$ cat src/verilog/clie_pkg.sv
package clie_pkg;

  // ==========================================================
  // Instruction decode
  // ==========================================================
  localparam logic [7:0] CLIE_SHIFT_MASK = 8'hf0;  // Shift class bits
  localparam logic [7:0] CLIE_SHIFT_CODE = 8'h10;
  localparam logic [7:0] CLIE_FUNC_MASK  = 8'he0;  // Function set class
  localparam logic [7:0] CLIE_FUNC_CODE  = 8'h20;
  localparam logic [7:0] CLIE_GLYPH_MASK = 8'hc0;  // Glyph address set
  localparam logic [7:0] CLIE_GLYPH_CODE = 8'h40;
  localparam logic [7:0] CLIE_ENTRY_MASK = 8'hfc;  // Entry mode set
  localparam logic [7:0] CLIE_ENTRY_CODE = 8'h04;
  localparam int         CLIE_BIT_CHAR   = 7;      // Char RAM address set
  localparam int         CLIE_BIT_SC     = 3;      // Shift target
  localparam int         CLIE_BIT_RL     = 2;      // Shift direction
  localparam int         CLIE_BIT_DL     = 4;      // Bus width select
  localparam int         CLIE_BIT_N      = 3;      // Line count
  localparam int         CLIE_BIT_F      = 2;      // Font height
  localparam int         CLIE_BIT_ID     = 1;      // Entry direction
  localparam int         CLIE_BIT_SH     = 0;      // Entry auto scroll

  // ==========================================================
  // Address map and resets
  // ==========================================================
  localparam logic [6:0] CLIE_ONE_LAST   = 7'h4f;  // One-line top
  localparam logic [6:0] CLIE_L1_LAST    = 7'h27;  // Line one top
  localparam logic [6:0] CLIE_L2_FIRST   = 7'h40;  // Line two base
  localparam logic [6:0] CLIE_L2_LAST    = 7'h67;  // Line two top
  localparam logic [5:0] CLIE_SHIFT_LAST = 6'h27;  // Shift wrap (40 cols)
  localparam int         CLIE_CHAR_WORDS = 128;
  localparam int         CLIE_GLYPH_WORDS = 64;
  localparam logic [3:0] CLIE_DUTY_ONE   = 4'h8;   // 1/8 duty
  localparam logic [3:0] CLIE_DUTY_TWO   = 4'hf;   // 1/16 duty (15+1)
  localparam logic [3:0] CLIE_ROWS_SMALL = 4'h7;   // 5x7 cell
  localparam logic [3:0] CLIE_ROWS_TALL  = 4'ha;   // 5x10 cell

  // ==========================================================
  // Timing
  // ==========================================================
  localparam int CLIE_CLK_MHZ    = 50;
  localparam int CLIE_EXEC_US    = 38;             // Instruction time
  localparam int CLIE_EXEC_CYC   = CLIE_EXEC_US * CLIE_CLK_MHZ;
  localparam logic [10:0] CLIE_EXEC_LAST = 11'(CLIE_EXEC_CYC - 1);

endpackage : clie_pkg

$ cat src/verilog/clie_engine.sv
`timescale 1ns/1ps
`default_nettype none

// Notes on behaviour
// RQ1: Byte 0001xxxx with select low is shift
// RQ2: Cursor shift steps counter down or up
// RQ3: Display shift moves image, cursor follows
// RQ4: Display shift applies to all lines together
// RQ5: Display shift leaves address counter unchanged
// RQ6: Byte 001xxxxx sets width, lines, font
// RQ7: Width one eight lines, zero two nibbles
// RQ8: Line select gives 1/8 or 1/16 duty
// RQ9: Font select gives 5x7 or 5x10 cell
// RQ10: Host configures first, except status reads
// RQ11: 01xxxxxx loads counter, selects glyph RAM
// RQ12: 1xxxxxxx loads counter, selects char RAM
// RQ13: One-line char addresses span 00 to 4f
// RQ14: Two-line addresses 00-27 and 40-67
// RQ15: Status read gives busy and counter
// RQ16: Busy device refuses new instructions
// RQ17: One counter shared, set by last instruction
// RQ18: Data write stores, steps, maybe scrolls
// RQ19: Data read returns, steps, never scrolls
// RQ20: Read valid after address set or prior read
// RQ21: Cursor shift prepares char RAM read path
// RQ22: Entry direction picks increment or decrement
// RQ23: Auto scroll on char write, left if incrementing
// RQ24: Non-polling host waits 38 us
// RQ25: Counter steps only when busy clears; a cursor shift steps it when accepted
// RQ26: Don't-care instruction bits are ignored
// RQ27: Four-bit mode sends upper nibble first
module clie_engine
  import clie_pkg::*;
(
  input  wire logic       clk_in,            // 50 MHz
  input  wire logic       resetn_in,         // Async, active low
  // Host bus write request side (valid/ready)
  input  wire logic       req_valid_in,      // Transfer strobe
  output logic            req_ready_out,     // Not busy, takes transfer
  input  wire logic       cmd_data_select_in,// 0 command, 1 data
  input  wire logic       read_nwrite_in,    // 1 read, 0 write
  input  wire logic [7:0] data_in,           // Upper nibble used in 4-bit
  // Read answer side (two-entry buffer)
  output logic            rd_valid_out,      // Read word/nibble waiting
  input  wire logic       rd_ready_in,       // Host takes it
  output logic [7:0]      rd_data_out,       // Answer, nibble on [7:4]
  // Configuration and display state
  output logic            busy_indicator_out,
  output logic [6:0]      ram_addr_counter_out,
  output logic            bus_width_sel_out, // 1 eight lines
  output logic            two_line_out,
  output logic [3:0]      duty_out,          // Mux duty divisor
  output logic [3:0]      font_rows_out,     // Cell height in dots
  output logic [5:0]      display_shift_out, // Image offset, all lines
  output logic            glyph_sel_out      // 1 glyph RAM targeted
);

  // ==========================================================
  // State
  // ==========================================================
  logic [7:0]  char_code_ram [CLIE_CHAR_WORDS];   // Display codes
  logic [7:0]  glyph_ram     [CLIE_GLYPH_WORDS];  // Glyph rows
  logic [6:0]  ram_addr_counter_reg;               // Shared counter
  logic [10:0] busy_cnt_reg;                       // Execution timer
  logic        busy_reg;
  logic        step_pend_reg;                      // Deferred step
  logic        pend_wr_reg;                        // Deferred step is a write
  logic        width_reg;                          // Bus width select
  logic        lines_reg;
  logic        font_reg;
  logic        glyph_reg;                          // RAM target
  logic        incr_reg;                           // Entry direction
  logic        scroll_reg;                         // auto_scroll_en
  logic [5:0]  shift_reg;                          // Image offset
  logic [7:0]  prefetch_reg;                       // Read path latch
  logic        low_half_reg;                       // Second nibble due
  logic [3:0]  hold_nib_reg;                       // First write nibble
  logic [7:0]  rd_word_reg;                        // Word being split

  // Two-entry answer buffer
  logic [7:0]  buf_mem [2];
  logic        buf_wp_reg;
  logic        buf_rp_reg;
  logic [1:0]  buf_cnt_reg;

  // ==========================================================
  // Transfer assembly
  // ==========================================================
  logic        buf_full;
  logic        take;         // Transfer accepted
  logic        byte_done;    // Whole byte now complete
  logic [7:0]  wr_byte;      // Assembled write byte
  logic        rd_cycle;
  logic        status_rd;
  logic        exec;         // Busy-gated instruction or data op
  logic [7:0]  rd_byte;      // Byte answering a read
  logic [7:0]  push_word;
  logic        push;
  logic        pop;
  logic [6:0]  step_addr;    // Counter after one entry step
  logic [6:0]  cur_addr;     // Counter after cursor move
  logic [6:0]  clamped;      // Address legal for line mode
  logic [6:0]  fetch_addr;   // Counter value the read latch follows
  logic        busy_next;    // Busy state after this edge
  logic [1:0]  cnt_next;     // Buffer fill after this edge

  assign buf_full  = buf_cnt_reg == 2'h2;
  assign rd_cycle  = read_nwrite_in;
  assign status_rd = rd_cycle && !cmd_data_select_in;
  // Status reads bypass busy; everything else waits for it
  assign take      = req_valid_in
                     && (status_rd ? !buf_full : req_ready_out);  // RQ16
  assign byte_done = width_reg || low_half_reg;                 // RQ7
  assign wr_byte   = width_reg ? data_in
                     : {hold_nib_reg, data_in[7:4]};           // RQ27
  assign exec      = take && !status_rd && byte_done && !rd_cycle
                     || take && rd_cycle && !status_rd && !low_half_reg;
  assign rd_byte   = status_rd ? {busy_reg, ram_addr_counter_reg}
                     : prefetch_reg;                            // RQ15
  assign push_word = (width_reg || !low_half_reg) ? rd_byte
                     : {rd_word_reg[3:0], 4'h0};
  assign push      = take && rd_cycle;
  assign pop       = rd_valid_out && rd_ready_in;
  assign step_addr = incr_reg ? 7'(ram_addr_counter_reg + 7'h1)
                              : 7'(ram_addr_counter_reg - 7'h1);  // RQ22
  // Ready shows exactly what the next edge accepts, except status reads
  assign fetch_addr = step_pend_reg ? cur_addr : ram_addr_counter_reg;
  assign busy_next  = exec || (busy_reg && busy_cnt_reg != 11'h000);
  assign cnt_next   = 2'(buf_cnt_reg + {1'b0, push} - {1'b0, pop});

  // Keep char address inside the active line map
  always_comb begin
    clamped = step_addr;
    if (!lines_reg && step_addr > CLIE_ONE_LAST) begin           // RQ13
      clamped = incr_reg ? 7'h00 : CLIE_ONE_LAST;
    end else if (lines_reg && step_addr > CLIE_L1_LAST
                 && step_addr < CLIE_L2_FIRST) begin             // RQ14
      clamped = incr_reg ? CLIE_L2_FIRST : CLIE_L1_LAST;
    end else if (lines_reg && step_addr > CLIE_L2_LAST) begin
      clamped = incr_reg ? 7'h00 : CLIE_L2_LAST;
    end
    cur_addr = glyph_reg ? {1'b0, step_addr[5:0]} : clamped;
  end

  // ==========================================================
  // Nibble tracking (4-bit bus)
  // ==========================================================
  // Each half is one transfer; only a data read waits out busy between its halves
  always_ff @(posedge clk_in or negedge resetn_in) begin
    if (!resetn_in) begin
      low_half_reg <= 1'b0;
      hold_nib_reg <= 4'h0;
      rd_word_reg  <= 8'h00;
    end else if (take && !width_reg) begin                       // RQ7
      low_half_reg <= !low_half_reg;
      if (!low_half_reg) begin
        hold_nib_reg <= data_in[7:4];                            // RQ27
        rd_word_reg  <= rd_byte;
      end
    end
  end

  // ==========================================================
  // Busy timer and deferred counter step
  // ==========================================================
  always_ff @(posedge clk_in or negedge resetn_in) begin
    if (!resetn_in) begin
      busy_reg     <= 1'b0;
      busy_cnt_reg <= 11'h000;
    end else if (exec) begin
      busy_reg     <= 1'b1;
      busy_cnt_reg <= CLIE_EXEC_LAST;
    end else if (busy_reg) begin
      if (busy_cnt_reg == 11'h000) begin
        busy_reg <= 1'b0;
      end else begin
        busy_cnt_reg <= 11'(busy_cnt_reg - 11'h001);
      end
    end
  end

  // ==========================================================
  // Instruction execution
  // ==========================================================
  // Counter is only ever changed here, last op wins
  always_ff @(posedge clk_in or negedge resetn_in) begin
    if (!resetn_in) begin
      ram_addr_counter_reg <= 7'h00;
      step_pend_reg        <= 1'b0;
      pend_wr_reg          <= 1'b0;
      width_reg            <= 1'b1;
      lines_reg            <= 1'b0;
      font_reg             <= 1'b0;
      glyph_reg            <= 1'b0;
      incr_reg             <= 1'b1;
      scroll_reg           <= 1'b0;
      shift_reg            <= 6'h00;
    end else begin
      // Data op step lands as busy drops
      if (step_pend_reg && busy_reg && busy_cnt_reg == 11'h000) begin
        ram_addr_counter_reg <= cur_addr;                        // RQ25
        step_pend_reg        <= 1'b0;
      end
      if (exec && !cmd_data_select_in) begin
        // Don't-care bits never reach a decision
        if (wr_byte[CLIE_BIT_CHAR]) begin                        // RQ26
          ram_addr_counter_reg <= wr_byte[6:0];                  // RQ12
          glyph_reg            <= 1'b0;
        end else if ((wr_byte & CLIE_GLYPH_MASK) == CLIE_GLYPH_CODE) begin
          ram_addr_counter_reg <= {1'b0, wr_byte[5:0]};          // RQ11
          glyph_reg            <= 1'b1;
        end else if ((wr_byte & CLIE_FUNC_MASK) == CLIE_FUNC_CODE) begin
          width_reg <= wr_byte[CLIE_BIT_DL];                     // RQ6
          lines_reg <= wr_byte[CLIE_BIT_N];
          font_reg  <= wr_byte[CLIE_BIT_F];
        end else if ((wr_byte & CLIE_SHIFT_MASK) == CLIE_SHIFT_CODE) begin
          if (!wr_byte[CLIE_BIT_SC]) begin                       // RQ1
            ram_addr_counter_reg <= wr_byte[CLIE_BIT_RL]
              ? 7'(ram_addr_counter_reg + 7'h1)
              : 7'(ram_addr_counter_reg - 7'h1);                 // RQ2
          end else begin
            // One offset for all lines; counter untouched
            shift_reg <= wr_byte[CLIE_BIT_RL]                    // RQ3 RQ4 RQ5
              ? ((shift_reg == CLIE_SHIFT_LAST) ? 6'h00
                 : 6'(shift_reg + 6'h01))
              : ((shift_reg == 6'h00) ? CLIE_SHIFT_LAST
                 : 6'(shift_reg - 6'h01));
          end
        end else if ((wr_byte & CLIE_ENTRY_MASK) == CLIE_ENTRY_CODE) begin
          incr_reg   <= wr_byte[CLIE_BIT_ID];
          scroll_reg <= wr_byte[CLIE_BIT_SH];
        end
      end else if (exec) begin
        step_pend_reg <= 1'b1;                                   // RQ18 RQ19
        pend_wr_reg   <= !rd_cycle;
        // Scroll only on char RAM writes
        if (!rd_cycle && scroll_reg && !glyph_reg) begin         // RQ23
          shift_reg <= incr_reg
            ? ((shift_reg == 6'h00) ? CLIE_SHIFT_LAST
               : 6'(shift_reg - 6'h01))
            : ((shift_reg == CLIE_SHIFT_LAST) ? 6'h00
               : 6'(shift_reg + 6'h01));
        end
      end
    end
  end

  // ==========================================================
  // RAM write port
  // ==========================================================
  always_ff @(posedge clk_in) begin
    if (exec && cmd_data_select_in && !rd_cycle) begin
      if (glyph_reg) begin
        glyph_ram[ram_addr_counter_reg[5:0]] <= wr_byte;         // RQ18
      end else begin
        char_code_ram[ram_addr_counter_reg] <= wr_byte;
      end
    end
  end

  // ==========================================================
  // Read path latch
  // ==========================================================
  // Latch refreshes after any instruction or a read, never after
  // a write, so a read right after a write returns stale data
  always_ff @(posedge clk_in or negedge resetn_in) begin
    if (!resetn_in) begin
      prefetch_reg <= 8'h00;
    end else if (busy_reg && busy_cnt_reg == 11'h000
                 && !(step_pend_reg && pend_wr_reg)) begin       // RQ20 RQ21
      prefetch_reg <= glyph_reg ? glyph_ram[fetch_addr[5:0]]
                      : char_code_ram[fetch_addr];
    end
  end

  // ==========================================================
  // Two-entry answer buffer
  // ==========================================================
  // Holding two entries lets a stalled host lose no word
  always_ff @(posedge clk_in) begin
    if (push) begin
      buf_mem[buf_wp_reg] <= push_word;
    end
  end

  always_ff @(posedge clk_in or negedge resetn_in) begin
    if (!resetn_in) begin
      buf_wp_reg  <= 1'b0;
      buf_rp_reg  <= 1'b0;
      buf_cnt_reg <= 2'h0;
    end else begin
      if (push) begin
        buf_wp_reg <= !buf_wp_reg;
      end
      if (pop) begin
        buf_rp_reg <= !buf_rp_reg;
      end
      buf_cnt_reg <= cnt_next;
    end
  end

  // ==========================================================
  // Registered outputs
  // ==========================================================
  always_ff @(posedge clk_in or negedge resetn_in) begin
    if (!resetn_in) begin
      rd_valid_out <= 1'b0;
      rd_data_out  <= 8'h00;
    end else begin
      // Present head entry; no bypass, a word pushed into an empty buffer shows after it is stored
      if (pop || !rd_valid_out) begin
        if (buf_cnt_reg - {1'b0, pop} != 2'h0) begin
          rd_valid_out <= 1'b1;
          rd_data_out  <= buf_mem[buf_rp_reg ^ pop];
        end else begin
          rd_valid_out <= 1'b0;
        end
      end
    end
  end

  always_ff @(posedge clk_in or negedge resetn_in) begin
    if (!resetn_in) begin
      req_ready_out        <= 1'b0;
      busy_indicator_out   <= 1'b0;
      ram_addr_counter_out <= 7'h00;
      bus_width_sel_out    <= 1'b1;
      two_line_out         <= 1'b0;
      duty_out             <= CLIE_DUTY_ONE;
      font_rows_out        <= CLIE_ROWS_SMALL;
      display_shift_out    <= 6'h00;
      glyph_sel_out        <= 1'b0;
    end else begin
      req_ready_out        <= !busy_next && cnt_next != 2'h2;     // RQ16
      busy_indicator_out   <= busy_next;
      ram_addr_counter_out <= ram_addr_counter_reg;               // RQ17
      bus_width_sel_out    <= width_reg;
      two_line_out         <= lines_reg;
      duty_out             <= lines_reg ? CLIE_DUTY_TWO : CLIE_DUTY_ONE; // RQ8
      font_rows_out        <= font_reg ? CLIE_ROWS_TALL : CLIE_ROWS_SMALL; // RQ9
      display_shift_out    <= shift_reg;
      glyph_sel_out        <= glyph_reg;
    end
  end

endmodule : clie_engine

`default_nettype wire

$ cat config.mk
export PLATFORM = sky130hd
export DESIGN_NAME = clie_engine
export DESIGN_NICKNAME = d
export VERILOG_FILES = /design/src/verilog/clie_pkg.sv /design/src/verilog/clie_engine.sv
export SDC_FILE = /design/constraint.sdc
export NUM_CORES = 2
export LEC_CHECK = 0
export ABC_AREA = 1
export CAP_MARGIN = 20
export CORE_ASPECT_RATIO = 1.25
export CORE_UTILIZATION = 45
export CTS_CLUSTER_SIZE = 30
export DETAILED_ROUTE_END_ITERATION = 10
export DONT_BUFFER_PORTS = 1
export GPL_ROUTABILITY_DRIVEN = 0
export GPL_TIMING_DRIVEN = 0
export PLACE_DENSITY = 0.58
export REMOVE_ABC_BUFFERS = 1
export SYNTH_ARGS = -nofsm -noshare
export SYNTH_HDL_FRONTEND = slang
export SYNTH_SLANG_ARGS = --single-unit
$ cat constraint.sdc
create_clock -name clk_in -period 12.6 [get_ports clk_in]
set_input_delay 2.52 -clock clk_in [delete_from_list [all_inputs] [get_ports clk_in]]
set_output_delay 2.52 -clock clk_in [all_outputs]
set_load 0.1 [all_outputs]
# [Word-level counts from Yosys, hierarchy flattened]
# Memories as Yosys holds them, arrays and structs flattened. A register that Yosys moved wholly into a read port is not among the register bits.
# Index checks and enable logic that the tools add are counted.
[totals] in_bits=14 output_inout_bits=35 word_cells=181 n_memories=3 mem_bits_rw=1552 register_bits=81
[memory_table] name="char_code_ram" words=128 width=8 rd=1 rd_clocked_by_memory_dff=0 write_ports=1 line="clie_engine.sv:61" source="logic [7:0] char_code_ram [CLIE_CHAR_WORDS];"
[memory_table] name="glyph_ram" words=64 width=8 rd=1 rd_clocked_by_memory_dff=0 write_ports=1 line="clie_engine.sv:62" source="logic [7:0] glyph_ram [CLIE_GLYPH_WORDS];"
[memory_table] name="buf_mem" words=2 width=8 rd=1 rd_clocked_by_memory_dff=1 write_ports=1 line="clie_engine.sv:81" source="logic [7:0] buf_mem [2];"
[op_classes] eq_ne=13 magnitude_cmp=4 n_mux=56 bitwise_logic=7 n_reduce_logical=61 n_addsub=8
[op_table] cell="$mux 7" n=17
[op_table] cell="$mux 6" n=12
[op_table] cell="$mux 11" n=3
[op_table] cell="$mux 8" n=4
[op_table] cell="$logic_and 1x1->1" n=26
[op_table] cell="$mux 1" n=18
[op_table] cell="$gt 7x7->1 const B" n=2
[op_table] cell="$logic_not 1->1" n=14
[op_table] cell="$ne 2x2->1 const B" n=6
[op_table] cell="$logic_not 11->1" n=1
[op_table] cell="$reduce_bool 11->1" n=1
[op_table] cell="$sub 11x1->11 const B" n=1
[op_table] cell="$reduce_and 2->1" n=5
[op_table] cell="$reduce_bool 2->1" n=5
[op_table] cell="$add 7x1->7 const B" n=1
[op_table] cell="$gt 7x6->1 const B" n=1
[op_table] cell="$lt 7x7->1 const B" n=1
[op_table] cell="$reduce_and 7->1" n=1
[op_table] cell="$sub 7x1->7 const B" n=1
[op_table] cell="$add 6x1->6 const B" n=1
[op_table] cell="$eq 6x1->1 const B" n=1
[op_table] cell="$eq 6x6->1 const B" n=1
[op_table] cell="$logic_not 6->1" n=1
[op_table] cell="$not 1->1" n=6
[op_table] cell="other kinds (14)" n=19

# [Logic depth before layout (Yosys ltp)]
[depth] depth_word=15 mapped_depth=32 depth_no_buf=27

# [Least setup slack after synthesis]
# OpenSTA, ideal clock, no wires.
[synth_timing] path_type="input -> register" from="in data_in[5]" to="mem char_code_ram[0][1] (data pin)" path_buffers=0 stages=2 setup_time_ps=1702 path_slack_ps=836 t_required_ps=10898 arrival_ps=10062 path_cell_list="inv_1 o21ai_0"
[synth_via] elab_chain_len=1
[synth_rtl] item="start, declared" line="clie_engine.sv:42" source="input wire logic [7:0] data_in,"
[synth_rtl] item="$mux 8" line="clie_engine.sv:114" source="assign wr_byte = width_reg ? data_in"
[synth_rtl] item="net wr_byte[1]" line="clie_engine.sv:92" source="logic [7:0] wr_byte;"
[synth_rtl] item="end, declared" line="clie_engine.sv:61"
# The timed path passes the listed nets, and every way through them passes these cells.

# [Worst setup path after layout]
[layout_timing] from="reg ram_addr_counter_reg[0]" to="reg prefetch_reg[6]"
[layout_via] elab_chain_len=11 elab_cells_between_ends=19 classes_between="add/sub: 2; order compare: 4; mux: 7; reduce/logical: 4; memory: 2"
[layout_rtl] item="start, declared" line="clie_engine.sv:63" source="logic [6:0] ram_addr_counter_reg;"
[layout_rtl] item="start signal, assigned" line="clie_engine.sv:201" source="ram_addr_counter_reg <= cur_addr;"
[layout_rtl] item="start signal, assigned" line="clie_engine.sv:207" source="ram_addr_counter_reg <= wr_byte[6:0];"
[layout_rtl] item="start signal, assigned" line="clie_engine.sv:210" source="ram_addr_counter_reg <= {1'b0, wr_byte[5:0]};"
[layout_rtl] item="$sub 7x1->7 or $add 7x1->7 (tied branches)" line="clie_engine.sv:125, clie_engine.sv:124"
[layout_rtl] item="$mux 7" line="clie_engine.sv:124" source="assign step_addr = incr_reg ? 7'(ram_addr_counter_reg + 7'h1)"
[layout_rtl] item="$gt 7x7->1 or $gt 7x6->1 (tied branches)" line="clie_engine.sv:139, clie_engine.sv:136"
[layout_rtl] item="$logic_and 1x1->1 (on tied branches)" line="clie_engine.sv:139, clie_engine.sv:136"
[layout_rtl] item="$mux 7 or $logic_and 1x1->1 (tied branches)" line="clie_engine.sv:139, clie_engine.sv:137"
[layout_rtl] item="$mux 7" line="clie_engine.sv:136" source="end else if (lines_reg && step_addr > CLIE_L1_LAST"
[layout_rtl] item="$mux 7" line="clie_engine.sv:134" source="if (!lines_reg && step_addr > CLIE_ONE_LAST) begin"
[layout_rtl] item="$mux 7" line="clie_engine.sv:142" source="cur_addr = glyph_reg ? {1'b0, step_addr[5:0]} : clamped;"
[layout_rtl] item="$mux 7 *" line="clie_engine.sv:127" source="assign fetch_addr = step_pend_reg ? cur_addr : ram_addr_counter_reg;"
[layout_rtl] item="$mem_v2 128x8 or $mem_v2 64x8 (tied branches)"
[layout_rtl] item="$mux 8 *" line="clie_engine.sv:271" source="prefetch_reg <= glyph_reg ? glyph_ram[fetch_addr[5:0]]"
[layout_rtl] item="end signal, assigned" line="clie_engine.sv:271"
[layout_rtl] item="end, declared" line="clie_engine.sv:75" source="logic [7:0] prefetch_reg;"
# Every way passes the cells marked *; elsewhere a longest branch is shown, timed or not.
# A chain may end at the register's enable or synchronous reset.

==> impl_results.md <==
- Status: finished clean
- Register area share after synthesis: 0.685
- Power per cell area: 297 nW/um2
- R2r endpoint: prefetch_reg[6]
- Worst Hold Class: flip-flop to flip-flop
- Max-slew violations: 0
- Synth Register Bits: 1,634
- FF-to-FF setup slack: 4.43 ns
- Period utilization: 0.648
- Number of flops mapped to enable cells by yosys: 1,552
- Max_slew headroom: 0.211
- Initial antenna violation count: 2
- Worst Reg2Reg Path Length in Cells: 31
- Max incr delay on CP: 0.67 ns
- Biggest register: char_code_ram
- Leakage: 0.0304 uW
- CP max-delay cell: dfrtp_1
- Top delay family on crit path: simple AND/OR/NAND/NOR gates
- Root Driver: clkbuf_16
- # nets final: 6,573
- Num CTS Buffers: 158
- Clock sinks: 1,634
- YS warnings: 0
- 1st-iter DRT viols: 5,064
- Top FF cell, synth: edfxtp_1
- Clock Skew: 0.0169 ns
- Switching part of the total: 0.457
- Proportion of layout cells with a drive suffix above 1: 0.0581
- Placed cell areas: 74,300 um2
- Crit-path max FO: 76
- Starting density of the core: 0.455
- Post-cts sizing count: 0
- Worst Setup EP: prefetch_reg[6]
- Largest net degree at the start of global routing: 141
- Crit path time final: 8.17 ns
- DRC viols: 0
- DR vias: 48,900
- Number of flip-flops in the largest register: 1,024
- Fmax: 0.122 GHz
- DR vias/cell: 5.60
- Clock network power share: 0.198
- P_sw: 10,700 uW
- CTS H-tree depth: 4
- Number of global-route vias before repair: 46,700
- Post-synthesis async set-or-reset flop share: 0.0502
- Die Span X: 357 um
- Clock buffer depth: 3
- Worst vdd ir: 0.000450 V
- Row count: 162
- Cell with the most instances after synthesis: nand2_1
- FILL cells: 13,600
- Crit path DAT: 8.85 ns
- Worst flop-to-flop path startpoint: ram_addr_counter_reg[0]
- Top cells by count, synth: nand2_1, edfxtp_1, nand3_1, inv_1, nor2_1
- Hold Fails Final Rpt: 0
- Die area: 160,000 um2
- WP buf/inv: 10
- Syn Area/Cell: 10.6 um2
- PortBufs: 0
- Height of the die: 446 um
- RSZ-0062 raised after global routing: no
- Synth top area cells: edfxtp_1, nand2_1, nand3_1, dfrtp_1, inv_1
- Worst-path clk slew: 0.06 ns
- CORE AREA: 156,000 um2
- Synthesized cell area: 71,100 um2
- Max Cap Viol: 0
- Fin util: 0.507
- WL per Instance: 22.9 um
- Comb pwr share: 0.498
- WP depth: 31
- Crit start category: flip-flop
- HPWL Detailed: 118 mm
- Final setup fails: 0
- CTS tree: built
- Worst-Margin Slew: 1.18 ns
- I/O pin count: 49
- Setup crit end kind: flip-flop
- Antenna Nets Post-Route: 0
- Crit. Startpoint: ram_addr_counter_reg[0]
- Sequential share of power: 0.304
- Detailed Route WL: 200 mm
- Hold-fix buffers, CTS: 0
- Crit path kind: flip-flop to flip-flop
- Post-Layout Inst Area: 79,300 um2
- Int Pwr: 12,800 uW
- Skew-Pair Late Insertion Delay: 0.80 ns
- Area Overhead vs Synth: 11.5%
- Worst EP required: 13.28 ns
- Mapped Cells: 6,716
- DR pass1 iterations: 6
- Yosys top cell area share: 0.656
- Yosys cell types: 42
- Postcts setup bufs: 0
- Leading area contributor after synthesis: edfxtp_1
- Grt ovf: 0
- First-pass GRT wire length: 300 mm
- GRT Util Overall: 0.251
[worst min path at each step]
| stage | start | to | slack (ns) | cells past startpoint |
|---|---|---|---|---|
| 2_1_floorplan | font_reg | font_rows_out[3] | 0.37 | 0 |
| 3_5_place_dp | font_reg | font_rows_out[3] | 0.40 | 0 |
| 3_3_place_gp | font_reg | font_rows_out[3] | 0.40 | 0 |
| 5_1_grt | font_reg | font_rows_out[3] | 0.44 | 0 |
| 6_report | font_reg | font_rows_out[3] | 0.42 | 0 |
| 4_1_cts | font_reg | font_rows_out[3] | 0.42 | 0 |
[cells in the final DEF (no fill, tap or decap), drive strengths merged, types with 2 or more instances in the layout]
| cell type | instances |
|---|---|
| dfstp | 4 |
| a21oi | 23 |
| o22ai | 5 |
| nand3 | 1550 |
| dfrtp | 78 |
| nand2 | 2193 |
| edfxtp | 1552 |
| ha | 8 |
| o211ai | 69 |
| a31oi | 4 |
| xor2 | 9 |
| nor2 | 251 |
| conb | 2 |
| inv | 342 |
| xnor2 | 3 |
| nand3b | 48 |
| clkinvlp | 2 |
| o21ai | 95 |
| clkbuf | 205 |
| o31ai | 2 |
| clkinv | 65 |
| or2 | 4 |
| nor3 | 21 |
| nand4 | 6 |
| bufinv | 11 |
| buf | 116 |
[power by group through the flow]
stage	Combinational (uW)	Sequential (uW)	Clock [uW]
2_1_floorplan	7660	7310	0
6_report	11700	7150	4650
4_1_cts	11600	7150	4700
3_5_place_dp	11600	7260	0
3_3_place_gp	8970	7600	0
5_1_grt	12700	7160	4880
[layer usage]
metal | up-vias | GRT usage | part of all wire | routed length [um]
met3 | 389 | 0.0382 | 0.066 | 13300
met2 | 1816 | 0.421 | 0.49 | 98700
met5 | - | 0 | 0.000060 | 12
met4 | 2 | 0.0946 | 0.037 | 7370
met1 | 23900 | 0.328 | 0.40 | 80400
li1 | 22800 | - | - | -
[worst reg2reg max path, delay by kind of cell, from the launching register on]
family | cells | cell delay [ns]
DFF | 1 | 0.67
and+or+nand+nor | 21 | 4.34
buffers and inverters | 10 | 3.07
[per-stage QoR]
stage,TNS (ns),setup slack [ns],cells,total power [uW],hold slack [ns]
floorplan,-240.73,-30.10,6275,15000,0.374
global placement,-2887.56,-93.83,8325,16600,0.400
detailed placement,0,4.59,8439,18900,0.400
CTS,0,4.57,8723,23500,0.420
global route,0,4.07,8726,24700,0.443
finish,0,4.43,8726,23500,0.422
[cell families after synthesis]
family	count (synthesis)	synth area share
other	1	0.0000528
adders and majority gates	8	0.00141
AOI/OAI and AO/OA	204	0.0175
DFF	1634	0.685
xor gates and xnor gates	12	0.00148
buffers and inverters	783	0.0486
and+or+nand+nor	4074	0.247
[cell type report]
cell class	instances	area (um2)	area share
Antenna cell	1	2.50	0.0000316
Tap cell	2050	2560	0.0323
Timing Repair Buffer	116	2670	0.0337
Clock buffer	205	4290	0.0541
Clock inverter	79	673	0.00849
Inverter	341	1340	0.0169
Multi-Input combinational cell	4300	19100	0.241
Sequential cell	1634	48700	0.614
Note: power is estimated with default switching activity, not from simulation.
